$ cat src/dlrc_pkg.sv
// Package for the delay loop run-time configuration register set.
// Assumes a single 100 MHz fabric clock and a byte-wide parallel configuration bus.
package dlrc_pkg;

  // ----------------------------------------------------------------------
  // Register indices relative to the target base address.
  // ----------------------------------------------------------------------
  localparam logic [1:0] DLRC_IDX_PHASE_A   = 2'h0;
  localparam logic [1:0] DLRC_IDX_PHASE_B   = 2'h1;
  localparam logic [1:0] DLRC_IDX_DIV_FINE  = 2'h2;
  localparam logic [1:0] DLRC_IDX_HOLD_FINE = 2'h3;

  // ----------------------------------------------------------------------
  // Field positions and writable masks.
  // ----------------------------------------------------------------------
  localparam int unsigned DLRC_PHASE_LSB    = 5;
  localparam int unsigned DLRC_DIV_LSB      = 6;
  localparam int unsigned DLRC_FINE_LSB     = 2;
  localparam int unsigned DLRC_HOLD_BIT     = 7;
  localparam int unsigned DLRC_FINE_EN_BIT  = 5;
  localparam logic [7:0]  DLRC_MASK_PHASE   = 8'he0;
  localparam logic [7:0]  DLRC_MASK_DIVFINE = 8'hcc;
  localparam logic [7:0]  DLRC_MASK_HOLD    = 8'ha0;

  // ----------------------------------------------------------------------
  // Encodings.
  // ----------------------------------------------------------------------
  localparam logic [2:0] DLRC_PH_90  = 3'h0;
  localparam logic [2:0] DLRC_PH_0   = 3'h4;
  localparam logic [1:0] DLRC_FINE_0 = 2'h0;

  // ----------------------------------------------------------------------
  // Default settings standing in for the loaded bitstream image.
  // ----------------------------------------------------------------------
  localparam logic [7:0] DLRC_RST_PHASE   = 8'h80;
  localparam logic [7:0] DLRC_RST_DIVFINE = 8'h00;
  localparam logic [7:0] DLRC_RST_HOLD    = 8'h00;
  localparam logic [11:0] DLRC_RST_BASE   = 12'h000;

  typedef enum logic [1:0] {
    DLRC_ST_IDLE  = 2'b00,
    DLRC_ST_ARMED = 2'b01
  } dlrc_state_t;

endpackage : dlrc_pkg

$ cat src/dlrc_top.sv
// Run-time configuration register set of a delay-locked loop target.
// Assumes the bus master drives address, write and read strobes in the fabric clock domain.
`timescale 1ns/10ps
module dlrc_top
  import dlrc_pkg::*;
#(
  parameter logic [11:0] BASE_ADDR = DLRC_RST_BASE
) (
  input  wire logic        core_clk_i,
  input  wire logic        rst_n_i,
  input  wire logic        time_ref_mode_i,
  input  wire logic        loop_reset_n_i,
  input  wire logic        global_set_reset_net_i,
  input  wire logic [11:0] cfg_addr_i,
  input  wire logic        cfg_wr_i,
  input  wire logic        cfg_rd_i,
  input  wire logic [7:0]  cfg_wdata_i,
  output logic      [7:0]  cfg_rdata_o,
  output logic             cfg_rvalid_o,
  output logic      [2:0]  primary_phase_o,
  output logic      [1:0]  secondary_div_o,
  output logic      [1:0]  secondary_fine_o,
  output logic             hold_o,
  output logic             change_pending_o
);
  import dlrc_pkg::*;

  // ----------------------------------------------------------------------
  // Address decode.
  // ----------------------------------------------------------------------
  // Hit when the address lies in the four slots from the base up; its offset from the base picks the index.
  function automatic logic addr_hit(input logic [11:0] a);
    addr_hit = ((a - BASE_ADDR) < 12'h004) && (a >= BASE_ADDR);
  endfunction : addr_hit

  logic [1:0]  idx;
  logic        wr_hit;
  logic        rd_hit;
  logic        apply_rst;
  logic [7:0]  phase_a_q;
  logic [7:0]  phase_b_q;
  logic [7:0]  divfine_q;
  logic [7:0]  hold_q;
  dlrc_state_t state_q;

  assign idx       = 2'(cfg_addr_i - BASE_ADDR);
  // Every target with this base takes the same write, so a broadcast needs no extra logic.
  assign wr_hit    = cfg_wr_i && addr_hit(cfg_addr_i) && time_ref_mode_i;
  assign rd_hit    = cfg_rd_i && addr_hit(cfg_addr_i);
  assign apply_rst = !loop_reset_n_i || global_set_reset_net_i;

  // ----------------------------------------------------------------------
  // Register storage.
  // ----------------------------------------------------------------------
  // Only documented fields are stored; reserved bits are masked off on write.
  always_ff @(posedge core_clk_i) begin
    if (!rst_n_i) begin
      phase_a_q <= DLRC_RST_PHASE;
      phase_b_q <= DLRC_RST_PHASE;
      divfine_q <= DLRC_RST_DIVFINE;
      hold_q    <= DLRC_RST_HOLD;
    end else if (wr_hit) begin
      case (idx)
        DLRC_IDX_PHASE_A:  phase_a_q <= cfg_wdata_i & DLRC_MASK_PHASE;
        DLRC_IDX_PHASE_B:  phase_b_q <= cfg_wdata_i & DLRC_MASK_PHASE;
        DLRC_IDX_DIV_FINE: divfine_q <= cfg_wdata_i & DLRC_MASK_DIVFINE;
        DLRC_IDX_HOLD_FINE: hold_q   <= cfg_wdata_i & DLRC_MASK_HOLD;
        default:           hold_q    <= hold_q;
      endcase
    end
  end

  // ----------------------------------------------------------------------
  // Read path.
  // ----------------------------------------------------------------------
  // Registered read data, one cycle after the strobe; misses read zero.
  always_ff @(posedge core_clk_i) begin
    if (!rst_n_i) begin
      cfg_rdata_o  <= 8'h00;
      cfg_rvalid_o <= 1'b0;
    end else begin
      cfg_rvalid_o <= rd_hit;
      if (rd_hit) begin
        case (idx)
          DLRC_IDX_PHASE_A:  cfg_rdata_o <= phase_a_q;
          DLRC_IDX_PHASE_B:  cfg_rdata_o <= phase_b_q;
          DLRC_IDX_DIV_FINE: cfg_rdata_o <= divfine_q;
          default:           cfg_rdata_o <= hold_q;
        endcase
      end else begin
        cfg_rdata_o <= 8'h00;
      end
    end
  end

  // ----------------------------------------------------------------------
  // Pending change tracker.
  // ----------------------------------------------------------------------
  // A write arms the tracker; the loop's own reset or the global set/reset applies it. A write in the
  // same cycle as the reset stays armed, so a late change is never lost.
  always_ff @(posedge core_clk_i) begin
    if (!rst_n_i) begin
      state_q <= DLRC_ST_IDLE;
    end else begin
      case (state_q)
        DLRC_ST_IDLE:  if (wr_hit) state_q <= DLRC_ST_ARMED;
        DLRC_ST_ARMED: if (apply_rst && !wr_hit) state_q <= DLRC_ST_IDLE;
        default:       state_q <= DLRC_ST_IDLE;
      endcase
    end
  end

  // ----------------------------------------------------------------------
  // Applied loop settings.
  // ----------------------------------------------------------------------
  // Settings reach the loop only on its reset or the global set/reset, so the output never jumps mid-lock.
  always_ff @(posedge core_clk_i) begin
    if (!rst_n_i) begin
      primary_phase_o  <= DLRC_RST_PHASE[DLRC_PHASE_LSB +: 3];
      secondary_div_o  <= DLRC_RST_DIVFINE[DLRC_DIV_LSB +: 2];
      secondary_fine_o <= DLRC_FINE_0;
      hold_o           <= 1'b0;
      change_pending_o <= 1'b0;
    end else begin
      // Follow the tracker's next state, so the flag drops at the same edge that applies the change.
      // Reading the current state alone would leave the flag high for one stale cycle after the apply.
      change_pending_o <= wr_hit || ((state_q == DLRC_ST_ARMED) && !apply_rst);
      if (apply_rst) begin
        primary_phase_o  <= phase_a_q[DLRC_PHASE_LSB +: 3];
        secondary_div_o  <= divfine_q[DLRC_DIV_LSB +: 2];
        secondary_fine_o <= hold_q[DLRC_FINE_EN_BIT] ?
                            divfine_q[DLRC_FINE_LSB +: 2] : DLRC_FINE_0;
        hold_o           <= hold_q[DLRC_HOLD_BIT];
      end
    end
  end

  // ----------------------------------------------------------------------
  // Checks on storage, read back and the apply step, slot by slot.
  // ----------------------------------------------------------------------
  // Writable bits of one register slot; the checks below share this decode.
  function automatic logic [7:0] reg_mask(input logic [1:0] i);
    case (i)
      DLRC_IDX_DIV_FINE:  reg_mask = DLRC_MASK_DIVFINE;
      DLRC_IDX_HOLD_FINE: reg_mask = DLRC_MASK_HOLD;
      default:            reg_mask = DLRC_MASK_PHASE;
    endcase
  endfunction : reg_mask
endmodule : dlrc_top

$ cat config.mk
export PLATFORM = sky130hd
export DESIGN_NAME = dlrc_top
export DESIGN_NICKNAME = d
export VERILOG_FILES = /design/src/dlrc_pkg.sv /design/src/dlrc_top.sv
export SDC_FILE = /design/constraint.sdc
export NUM_CORES = 1
export LEC_CHECK = 0
export BUFFER_PORTS_ARGS = -buffer_cell sky130_fd_sc_hd__clkbuf_2
export CAP_MARGIN = 20
export CORE_MARGIN = 8
export CORE_UTILIZATION = 43
export CTS_BUF_LIST = sky130_fd_sc_hd__clkbuf_2
export DETAILED_ROUTE_END_ITERATION = 10
export PLACE_DENSITY = 0.75
export SYNTH_ARGS = -nofsm -noshare
export SYNTH_HDL_FRONTEND = slang
export SYNTH_SLANG_ARGS = --single-unit
$ cat constraint.sdc
create_clock -name core_clk_i -period 2.9 [get_ports core_clk_i]
set_clock_uncertainty 0.15 [all_clocks]
set_input_delay 0 -clock core_clk_i [delete_from_list [all_inputs] [get_ports core_clk_i]]
set_output_delay 0 -clock core_clk_i [all_outputs]
set_load 0.1 [all_outputs]
* Word level (Yosys, flattened, before mapping) *
Cells that the tools add are included.

storage, ports and cells
  register bits = 32
  word-level logic and storage cells = 44

operators by class
  magnitude comparators = 2
  eq/ne operators = 6
  multiplexer cells = 5
  reduce and logical (&&, ||, !) cells = 19

operator list
  kind                   number
  $pmux W8 S3            1
  $ge A12 B1 Y1 const B  1
  $lt A12 B3 Y1 const B  1
  $reduce_and A2 Y1      6
  $logic_and A1 B1 Y1    6
  $mux W2                3
  $eq A2 B1 Y1 const B   2
  $eq A2 B2 Y1 const B   2
  $logic_not A2 Y1       2
  $ne A2 B2 Y1 const B   2
  $pmux W2 S2            1
  $logic_not A1 Y1       3
  $logic_or A1 B1 Y1     2

* Depth between registers and ports, before layout *
Gate-level depths: netlist (run 1).

  depth in word-level cells = 8
  gate-level depth with buffers = 4

* Worst setup path after synthesis (run 1) *
OpenSTA, ideal clock, no wires.

  kind = input port to flip-flop
  from = in cfg_addr_i[7]
  to = reg change_pending_o
  arrival time = 1.231 ns
  path slack = 1.449 ns
  stages = 3
  path through = or4_4 -> or4_4 -> a21boi_1

between the ends
  cells in the longest elaborated chain, start to end = 5
  elaborated cells on any way between the ends = 6
  those cells by class = 2 x order compare; 4 x reduce/logical

RTL lines
  element                                                line             source
  start: declaration                                     dlrc_top.sv:14   input wire logic [11:0] cfg_addr_i,
  $lt A12 B3 Y1 / $ge A12 B1 Y1 (equally long branches)  dlrc_top.sv:33   addr_hit = ((a - BASE_ADDR) < 12'h004) && (a >= BASE_ADDR);
  $logic_and A1 B1 Y1 (*)                                dlrc_top.sv:33
  $logic_and A1 B1 Y1 (*) (2 in a row)                   dlrc_top.sv:48   assign wr_hit = cfg_wr_i && addr_hit(cfg_addr_i) && time_ref_mode_i;
  $logic_or A1 B1 Y1 (*)                                 dlrc_top.sv:127  change_pending_o <= wr_hit || ((state_q == DLRC_ST_ARMED) && !apply_rst);
  end signal: assignment                                 dlrc_top.sv:127
  end: declaration                                       dlrc_top.sv:24   output logic change_pending_o

Mark *: on every way between the ends. The rest lies on a longest branch, timed or not.
A chain may end at the register's enable or synchronous reset.

* Worst setup path in the final report (run 1) *
  from = in cfg_addr_i[7]
  to = reg phase_b_q[5]

between the ends
  cells in the longest elaborated chain, start to end = 5
  elaborated cells on any way between the ends = 6
  those cells by class = 2 x order compare; 4 x reduce/logical

RTL lines
  element                                                line            source
  $lt A12 B3 Y1 / $ge A12 B1 Y1 (equally long branches)  dlrc_top.sv:33
  $logic_and A1 B1 Y1 (*)                                dlrc_top.sv:33
  $logic_and A1 B1 Y1 (*) (2 in a row)                   dlrc_top.sv:48
  $reduce_and A2 Y1 (no source line) (*)                 n/a
  end signal: assignment                                 dlrc_top.sv:65  DLRC_IDX_PHASE_B: phase_b_q <= cfg_wdata_i & DLRC_MASK_PHASE;
  end: declaration                                       dlrc_top.sv:41  logic [7:0] phase_b_q;

Marks and branches as above.

==> run summary, run 1 <==
status: finished clean
Final Critical Period: 2.47 ns
worst skew pair latency: 0.38 ns
grt total ovfl: 0
first-pass GRT wire length: 5450 um
Synth top cells by count: nand2_1, dfxtp_1, mux2i_1
die height: 69.5 um
Core Util, Final: 63.6%
post-synth cell types: 29
HP Class: input pin to flip-flop
RSZ-0062 raised after global routing: false
worst reg2reg path endpoint: phase_b_q[6]$_SDFFE_PN0P_
cells along the critical path: dlygate4sd3_1, clkbuf_2, nor4_1, dlygate4sd3_1, nand4_1, dlygate4sd3_1, mux2i_1
via total after detailed routing: 1159
Diodes inserted: 0
Synth async-reset ratio: 0%
I/O pin total: 45
Hold Crit Start: cfg_addr_i[1]
dpl cells: 190
most frequent CP cell: dlygate4sd3_1
Static Leak: 0.772 nW
GPL Wtd Cong: 0.777
total clock sinks: 28
total global-route track usage: 13.3%
Setup violations, final: 0
post-synth top area share: 45.5%
FF+latch count, synth: 28
Mapped Area: 1230 um2
Hold Path Depth: 3
Setup crit end kind: flip-flop
Area Overhead vs Synth: 41.2%
Die ar.: 4830 um2
Reg clk slew, reported paths: 0.23 ns
share of layout cells above drive strength 1: 25.9%
critical path peak fanout: 2
Warnings, synthesis: 0
Worst R2R Path Depth: 3
pin count of the biggest net entering global routing: 30
ANT nets after route: 0
Detailed Route WL: 3230 um
Final Hold Vio Count: 0
fin cells: 224
setup bufs post-CTS: 0
Post-Syn Instances: 129
number of remaining DRC errors: 0
R2R Setup Slk: 1.54 ns
Worst Max-Slew Pin Slew: 0.544 ns
Synth area leader: dfxtp_1
top-count cell post-synth: nand2_1
first-pass iteration count of the detailed router: 4
sequential area share after synthesis: 45.5%
fmax: 405 MHz
CP peak stage delay: 0.67 ns
Clock H-tree levels: 1
largest cells by area after synthesis: dfxtp_1, mux2i_1, nand2_1
crit start category: input pin
CORE AREA: 2730 um2
Die W: 69.5 um
vias in the first global route: 1213
clk buf depth: 2
Setup TNS: 0 ns
detailed placement HPWL: 2180 um
CTS tree: done
1st-iter DRT viols: 54
max_slew headroom: 63.9%
Reg-to-Reg Start: phase_b_q[6]$_SDFFE_PN0P_
fillcell total: 227
Max Cap Viol: 0
Layout Nets: 221
ys flop type: dfxtp_1
Power Dens Cells: 358 nW/um2
Core Rows: 19
input/output buffers: 38
data required time of the worst path: 3.07 ns
initial core utilization: 45.0%
critical path's slowest cell: dlygate4sd3_1
pins over their slew limit: 0
Avg WL per Cell: 14.4 um
initial antenna violation count: 0
Hold Path End: cfg_rdata_o[3]$_SDFF_PN0_
Peak VDD IR: 352 uV
CTS buffer count: 3
syn_area_per_cell: 9.54 um2
Worst EP arrival: 2.64 ns
root buffer cell: clkbuf_2
period utilisation layout: 85.1%
number of synthesized flops with an enable pin: 0
WS Path Type: input pin to flip-flop
via/cell ratio: 5.17
==> critical path: cells and delay by family <==
kind / cells / cell delay [ns]
buf+inv: 4 / 1.95
simple gates: 2 / 0.52
mux: 1 / 0.17
==> per-stage QoR <==
stage	worst slack, ns	power (mW)	hold slack [ns]	area (um2)
detailed placement	1.23	0.465	0.103	1420
floorplan	1.45	0.446	-0.00790	1240
CTS	0.0314	0.621	0.00408	1750
finish	0.432	0.623	0.00259	1740
global placement	1.28	0.464	0.0950	1420
global route	0.373	0.646	0.0136	1740
==> sequential cells by signal (all words and copies together), names as in the netlist <==
signal / flops
cfg_rdata_o: 5
hold_q: 2
cfg_rvalid_o: 1
secondary_fine_o: 2
secondary_div_o: 2
state_q: 1
divfine_q: 4
primary_phase_o: 3
phase_a_q: 3
phase_b_q: 3
change_pending_o: 1
hold_o: 1
==> layer usage <==
metal | global-route usage [%] | up-vias | share of wire (%) | wire length [um]
met2 | 24.1 | 28 | 52 | 1670
met4 | 4.10 | 0 | 2.0 | 65
met1 | 14.3 | 555 | 42 | 1340
li1 | - | 570 | - | -
met5 | 0 | - | 0 | 0
met3 | 4.15 | 6 | 4.6 | 150
==> cell type report <==
type / instances / area [um2] / share of cell area, %
timing repair buffer: 68 / 490 / 28.2
clock inverter: 1 / 3.75 / 0.216
tap: 31 / 38.8 / 2.23
multi-input combinational: 93 / 629 / 36.2
clock buffer: 3 / 15.0 / 0.864
sequential: 28 / 561 / 32.3
==> power breakdown <==
part	internal, mW	switching (mW)	total (mW)
Clock	0.0299	0.113	0.143
Combinational	0.0386	0.0548	0.0933
Sequential	0.387	0.000272	0.387
Total	0.455	0.168	0.623
==> cell families (layout without fill, tap and decap cells) <==
logic type / count (synthesis) / count (layout) / share of synthesized area [%]
multiplexers: 15 / 15 / 13.3
flip-flops: 28 / 28 / 45.5
AO/OA/AOI/OAI: 11 / 11 / 6.50
AND/OR/NAND/NOR: 64 / 64 / 30.4
other: 1 / 3 / 0.305
buffers and inverters: 10 / 72 / 3.96
==> cell usage in the layout, fill, tap and decap left out <==
master / Yosys / routed
a21boi_0: 7 / 7
a21boi_1: 2 / 2
a22oi_1: 1 / 1
and2_1: 2 / 2
and3_1: 2 / 2
and4b_1: 1 / 1
clkbuf_2: 0 / 41
clkinv_1: 0 / 1
conb_1: 1 / 3
dfxtp_1: 28 / 28
dlygate4sd3_1: 0 / 30
mux2_2: 1 / 1
mux2i_1: 13 / 13
mux4_2: 1 / 1
nand2_1: 32 / 32
nand2b_1: 1 / 1
nand3_1: 3 / 3
nand3b_1: 1 / 1
nand4_1: 3 / 3
nand4b_1: 1 / 1
nor2_1: 2 / 2
nor2b_1: 6 / 6
nor4_1: 2 / 2
nor4_2: 1 / 1
nor4_4: 2 / 2
nor4bb_1: 1 / 1
o21ai_0: 1 / 1
or2_2: 1 / 1
or4_4: 3 / 3
==> worst max-delay path by stage <==
stage,startpoint,end,slack (ns),cells past startpoint
after floorplan,cfg_addr_i[7],change_pending_o$_SDFF_PN0_,1.45,3
after global placement,cfg_addr_i[7],divfine_q[7]$_SDFFE_PN0P_,1.28,4
after detailed placement,cfg_addr_i[7],divfine_q[7]$_SDFFE_PN0P_,1.23,4
after CTS,cfg_addr_i[8],divfine_q[3]$_SDFFE_PN0P_,0.03,7
after global routing,cfg_addr_i[7],phase_b_q[7]$_SDFFE_PN1P_,0.37,7
final,cfg_addr_i[7],phase_b_q[5]$_SDFFE_PN0P_,0.43,7
==> timing repair <==
action                                  4_1_cts  5_1_grt
gates resized for setup                       0        0
hold buffers                                 31        0
endpoints found under the setup margin        0        3
hold endpoints to repair                     28        0
Note: power is estimated with default switching activity, not from simulation.
==> inputs of run 2 (changes only) <==
--- a/config.mk
+++ b/config.mk
@@ -8,10 +8,10 @@
 export BUFFER_PORTS_ARGS = -buffer_cell sky130_fd_sc_hd__clkbuf_2
 export CAP_MARGIN = 20
 export CORE_MARGIN = 8
-export CORE_UTILIZATION = 43
-export CTS_BUF_LIST = sky130_fd_sc_hd__clkbuf_2
+export CORE_UTILIZATION = 54
+export CTS_BUF_LIST = sky130_fd_sc_hd__clkbuf_4 sky130_fd_sc_hd__clkbuf_8
 export DETAILED_ROUTE_END_ITERATION = 10
-export PLACE_DENSITY = 0.75
+export PLACE_DENSITY = 0.9
 export SYNTH_ARGS = -nofsm -noshare
 export SYNTH_HDL_FRONTEND = slang
 export SYNTH_SLANG_ARGS = --single-unit
==> run 2 against run 1 <==
Against the previous run: the run now ends with design-rule violations, negative hold slack left; global-route usage is 3.4 points higher; sequential share of layout area is 1.7 points higher; routed wire length is 3.5% higher; die area is 16% lower; combinational power is 3.8% lower; largest power group unchanged; via count is 0.78% higher; first-iteration DRC count is 5.6% lower.
==> run summary, run 2 (synthesized netlist as in run 1, its figures left out) <==
most frequent CP cell: dlygate4sd3_1
number of remaining DRC errors: 1
initial antenna violation count: 0
via total after detailed routing: 1168
Core Util, Final: 75.4%
Worst Max-Slew Pin Slew: 0.582 ns
Setup violations, final: 0
Reg clk slew, reported paths: 0.16 ns
1st-iter DRT viols: 51
Peak VDD IR: 348 uV
max_slew headroom: 61.1%
Diodes inserted: 0
Setup TNS: 0 ns
dpl cells: 187
via/cell ratio: 5.54
biggest regs: cfg_rdata_o x5, divfine_q x4
clk buf depth: 2
GPL Wtd Cong: 0.765
CORE AREA: 2190 um2
period utilisation layout: 84.6%
Detailed Route WL: 3340 um
power after layout: 0.671 mW
Power Dens Cells: 406 nW/um2
Worst EP arrival: 2.55 ns
Max Cap Viol: 0
share of layout cells above drive strength 1: 27.9%
critical path peak fanout: 3
Clock H-tree levels: 1
grt total ovfl: 0
Setup crit end kind: flip-flop
fin cells: 211
first-pass GRT wire length: 5560 um
worst skew pair latency: 0.33 ns
Worst R2R Path Depth: 3
Die ar.: 4060 um2
fillcell total: 145
cells along the critical path: dlygate4sd3_1, clkbuf_2, nor4_1, dlygate4sd3_1, nand4_1, mux2i_1, dlygate4sd3_1
CTS tree: done
HP Class: input pin to flip-flop
Static Leak: 0.739 nW
Core Rows: 17
CP peak stage delay: 0.63 ns
pin count of the biggest net entering global routing: 30
critical path's slowest cell: dlygate4sd3_1
commonest cells after routing, fill and taps aside: clkbuf_2, nand2_1, dfxtp_1, dlygate4sd3_1, mux2i_1
status: complete, but fails checks
root buffer cell: clkbuf_4
failing checks: design-rule violations, negative hold slack
I/O pin total: 45
Area Overhead vs Synth: 34.1%
input/output buffers: 38
CTS buffer count: 3
max reg flops: 5
Avg WL per Cell: 15.8 um
data required time of the worst path: 2.99 ns
Die W: 63.8 um
WS Path Type: input pin to flip-flop
detailed placement HPWL: 2200 um
Layout Nets: 211
RSZ-0062 raised after global routing: false
Final Critical Period: 2.45 ns
first-pass iteration count of the detailed router: 7
fmax: 408 MHz
total global-route track usage: 16.8%
hold slack: -0.0105 ns
Hold Path Depth: 4
ANT nets after route: 0
Final Hold Vio Count: 3
initial core utilization: 56.2%
total clock sinks: 28
setup bufs post-CTS: 0
most common cell after layout, fill and taps aside: clkbuf_2
vias in the first global route: 1193
pins over their slew limit: 0
die height: 63.8 um
most flop-heavy register: cfg_rdata_o
crit start category: input pin
## run 2: changes by cell type in the layout (fill, tap and decap cells not counted), sizes merged
cell and delta:
dlygate4sd3 -10, clkbuf +1, clkinv -1
## run 2: metrics by stage
stage          worst slack [ns]  hold slack [ns]  cell area [um2]
2_1_floorplan              1.45         -0.00790             1240
3_3_place_gp               1.29           0.0899             1420
3_5_place_dp               1.28           0.0985             1420
4_1_cts                   0.516         0.000263             1650
5_1_grt                   0.345          0.00300             1650
6_report                  0.447          -0.0105             1650
## run 2: critical path: cells and delay by family
kind / cells / cell delay (ns)
muxes: 1 / 0.20
and+or+nand+nor: 2 / 0.48
buffers and inverters: 4 / 1.86
## run 2: cell type report
| type | count | area (um2) | share of cell area [%] |
|---|---|---|---|
| Timing Repair Buffer | 58 | 390 | 23.6 |
| Sequential cell | 28 | 561 | 33.9 |
| Clock buffer | 4 | 36.3 | 2.20 |
| Multi-Input combinational cell | 93 | 629 | 38.1 |
| Tap cell | 28 | 35.0 | 2.12 |
## run 2: path summary, 6_finish.rpt
path                                   from                         to  slack (ns)
setup / recovery              cfg_addr_i[4]  phase_b_q[6]$_SDFFE_PN0P_        0.45
hold / removal                cfg_addr_i[8]     hold_q[5]$_SDFFE_PN0P_       -0.01
setup reg to reg  phase_a_q[5]$_SDFFE_PN0P_  phase_a_q[5]$_SDFFE_PN0P_        1.55
hold reg to reg         hold_o$_SDFFE_PN0P_        hold_o$_SDFFE_PN0P_        0.33
## run 2: report_power, final
group	switching [mW]	total, mW	internal, mW	leakage, nW
clock network	0.119	0.196	0.0769	0.0210
registers	0.000313	0.386	0.385	0.226
logic	0.0556	0.0898	0.0342	0.492
total	0.175	0.671	0.497	0.739
## run 2: timing repair
action                     in CTS  in global routing
setup endpoints to repair       0                  0
hold endpoints to repair       28                  0
gates resized for setup         0                  0
hold buffers                   20                  0
## run 2: routing by layer
| metal | global-route usage [%] | vias to the layer above | routed length [um] |
|---|---|---|---|
| li1 | - | 550 | - |
| met1 | 16.9 | 543 | 1310 |
| met2 | 30.3 | 59 | 1640 |
| met3 | 5.23 | 16 | 238 |
| met4 | 8.91 | 0 | 145 |
| met5 | 0 | - | 0 |
==> inputs of run 3 (changes only) <==
--- a/config.mk
+++ b/config.mk
@@ -8,10 +8,10 @@
 export BUFFER_PORTS_ARGS = -buffer_cell sky130_fd_sc_hd__clkbuf_2
 export CAP_MARGIN = 20
 export CORE_MARGIN = 8
-export CORE_UTILIZATION = 54
+export CORE_UTILIZATION = 45
 export CTS_BUF_LIST = sky130_fd_sc_hd__clkbuf_4 sky130_fd_sc_hd__clkbuf_8
 export DETAILED_ROUTE_END_ITERATION = 10
-export PLACE_DENSITY = 0.9
+export PLACE_DENSITY = 0.81
 export SYNTH_ARGS = -nofsm -noshare
 export SYNTH_HDL_FRONTEND = slang
 export SYNTH_SLANG_ARGS = --single-unit
==> constraint.sdc (replaced) <==
create_clock -name core_clk_i -period 2.12 [get_ports core_clk_i]
set_clock_uncertainty 0.15 [all_clocks]
set_input_delay 0 -clock core_clk_i [delete_from_list [all_inputs] [get_ports core_clk_i]]
set_output_delay 0 -clock core_clk_i [all_outputs]
set_load 0.1 [all_outputs]
==> run 3 against run 2 <==
Against the previous run: the flow now finishes without violations; final cell count grew 4.7%; sequential power grew 37%; critical path depth is the same; combinational power grew 38%; via count shrank 3.9%; register-to-register slack lost 0.75 ns; clock-buffer cell count shrank 1; critical endpoint is now divfine_q[7]$_SDFFE_PN0P_; largest cell class unchanged.
==> run summary, run 3 (synthesized netlist as in run 1, its figures left out) <==
clk buf depth: 2
Hold Crit Start: cfg_addr_i[8]
fmax: 489 MHz
most frequent CP cell: dlygate4sd3_1
Final Hold Vio Count: 0
total global-route track usage: 15.1%
cells along the critical path: dlygate4sd3_1, buf_2, nand4b_1, nor4_4, buf_4, mux2i_1, dlygate4sd3_1
Die W: 68.3 um
critical path's slowest cell: dlygate4sd3_1
HP Class: input pin to flip-flop
1st-iter DRT viols: 23
share of layout cells above drive strength 1: 27.9%
period utilisation layout: 96.4%
CP bufs+invs: 4
most flop-heavy register: cfg_rdata_o
RSZ-0062 raised after global routing: false
Core Rows: 19
Layout Nets: 218
Reg-to-Reg Start: divfine_q[6]$_SDFFE_PN0P_
CORE AREA: 2690 um2
GRT busiest layer: met2
Avg WL per Cell: 14.4 um
GR Util met2: 27.7%
root buffer cell: clkbuf_4
total clock sinks: 28
pin count of the biggest net entering global routing: 30
grt total ovfl: 0
Worst Max-Slew Pin Slew: 0.704 ns
R2R Setup Slk: 0.80 ns
via total after detailed routing: 1122
Diodes inserted: 0
Core Util, Final: 64.6%
Power Dens Cells: 572 nW/um2
data required time of the worst path: 2.25 ns
ANT nets after route: 0
CTS buffer count: 3
WS Path Type: input pin to flip-flop
first-pass GRT wire length: 5550 um
biggest regs: cfg_rdata_o x5, divfine_q x4
fillcell total: 218
detailed placement HPWL: 2190 um
Clock H-tree levels: 1
critical path peak fanout: 10
CTS tree: done
Worst EP arrival: 2.18 ns
status: finished clean
initial antenna violation count: 0
DP Area: 1420 um2
Final Critical Period: 2.04 ns
number of remaining DRC errors: 0
hold slack: 0.0178 ns
GPL Wtd Cong: 0.762
crit start category: input pin
Reg clk slew, reported paths: 0.15 ns
Hold Path Depth: 4
Detailed Route WL: 3180 um
Area Overhead vs Synth: 41.1%
Setup crit end kind: flip-flop
Worst R2R Path Depth: 3
via/cell ratio: 5.08
I/O pin total: 45
worst reg2reg path endpoint: divfine_q[6]$_SDFFE_PN0P_
initial core utilization: 45.8%
GR Layer Usage met3: 4.75%
Setup violations, final: 0
vias in the first global route: 1258
Static Leak: 0.775 nW
Die ar.: 4670 um2
power after layout: 0.994 mW
pins over their slew limit: 0
critical path's top delay family: buffers and inverters
most common cell after layout, fill and taps aside: clkbuf_2
die height: 68.3 um
met1 GRT Util: 16.5%
Setup TNS: 0 ns
commonest cells after routing, fill and taps aside: clkbuf_2, nand2_1, dfxtp_1, dlygate4sd3_1, mux2i_1
max_slew headroom: 53.0%
max reg flops: 5
first-pass iteration count of the detailed router: 8
Hold Path End: cfg_rdata_o[2]$_SDFF_PN0_
CP peak stage delay: 0.55 ns
Max Cap Viol: 0
worst skew pair latency: 0.33 ns
input/output buffers: 38
Design Area, Final: 1740 um2
Peak VDD IR: 659 uV
[run 3: cell types whose count changed in the layout (fill, tap and decap cells not counted), sizes merged]
cell	change
dlygate4sd3	+5
bufinv	+1
clkbuf	-2
buf	+3
[run 3: repair_timing]
| action | CTS | global route |
|---|---|---|
| setup buffers | 0 | 2 |
| endpoints found under the setup margin | 0 | 2 |
| hold buffers | 25 | 0 |
| hold endpoints to repair | 28 | 0 |
| resized for setup | 0 | 1 |
[run 3: worst max-delay path by stage]
stage                             start                          end  slack [ns]  depth (start not counted)
after CTS                 cfg_addr_i[0]    divfine_q[2]$_SDFFE_PN0P_        0.07                          6
after detailed placement  cfg_addr_i[7]    divfine_q[2]$_SDFFE_PN0P_        0.44                          4
after global routing      cfg_addr_i[0]    divfine_q[7]$_SDFFE_PN0P_        0.01                          7
after floorplan           cfg_addr_i[7]  change_pending_o$_SDFF_PN0_        0.67                          3
after global placement    cfg_addr_i[7]    divfine_q[7]$_SDFFE_PN0P_        0.50                          4
final                     cfg_addr_i[0]    divfine_q[7]$_SDFFE_PN0P_        0.08                          7
[run 3: worst reg2reg max path, delay by kind of cell, from the launching register on]
kind                   cells  cell delay, ns
and+or+nand+nor            1            0.07
muxes                      1            0.13
buffers and inverters      1            0.55
DFF                        1            0.38
[run 3: layout make-up]
class | count | area [um2] | share of cell area, %
Timing Repair Buffer | 65 | 455 | 26.2
Clock inverter | 1 | 30.0 | 1.73
Clock buffer | 3 | 22.5 | 1.30
Sequential cell | 28 | 561 | 32.3
Tap cell | 31 | 38.8 | 2.23
Multi-Input combinational cell | 93 | 629 | 36.2
[run 3: metal layers]
metal	vias to the layer above	share of wire, %
li1	565	-
met1	519	41
met2	34	53
met3	4	6.0
met4	0	0.69
met5	-	0
[run 3: metrics by stage]
stage	std cells	setup slack (ns)
floorplan	131	0.669
global placement	190	0.500
detailed placement	190	0.439
CTS	219	0.0687
global route	221	0.0119
finish	221	0.0761
[run 3: power breakdown]
part           internal [mW]  switching, mW
Clock                  0.191          0.151
Combinational         0.0486         0.0753
Sequential             0.527       0.000439
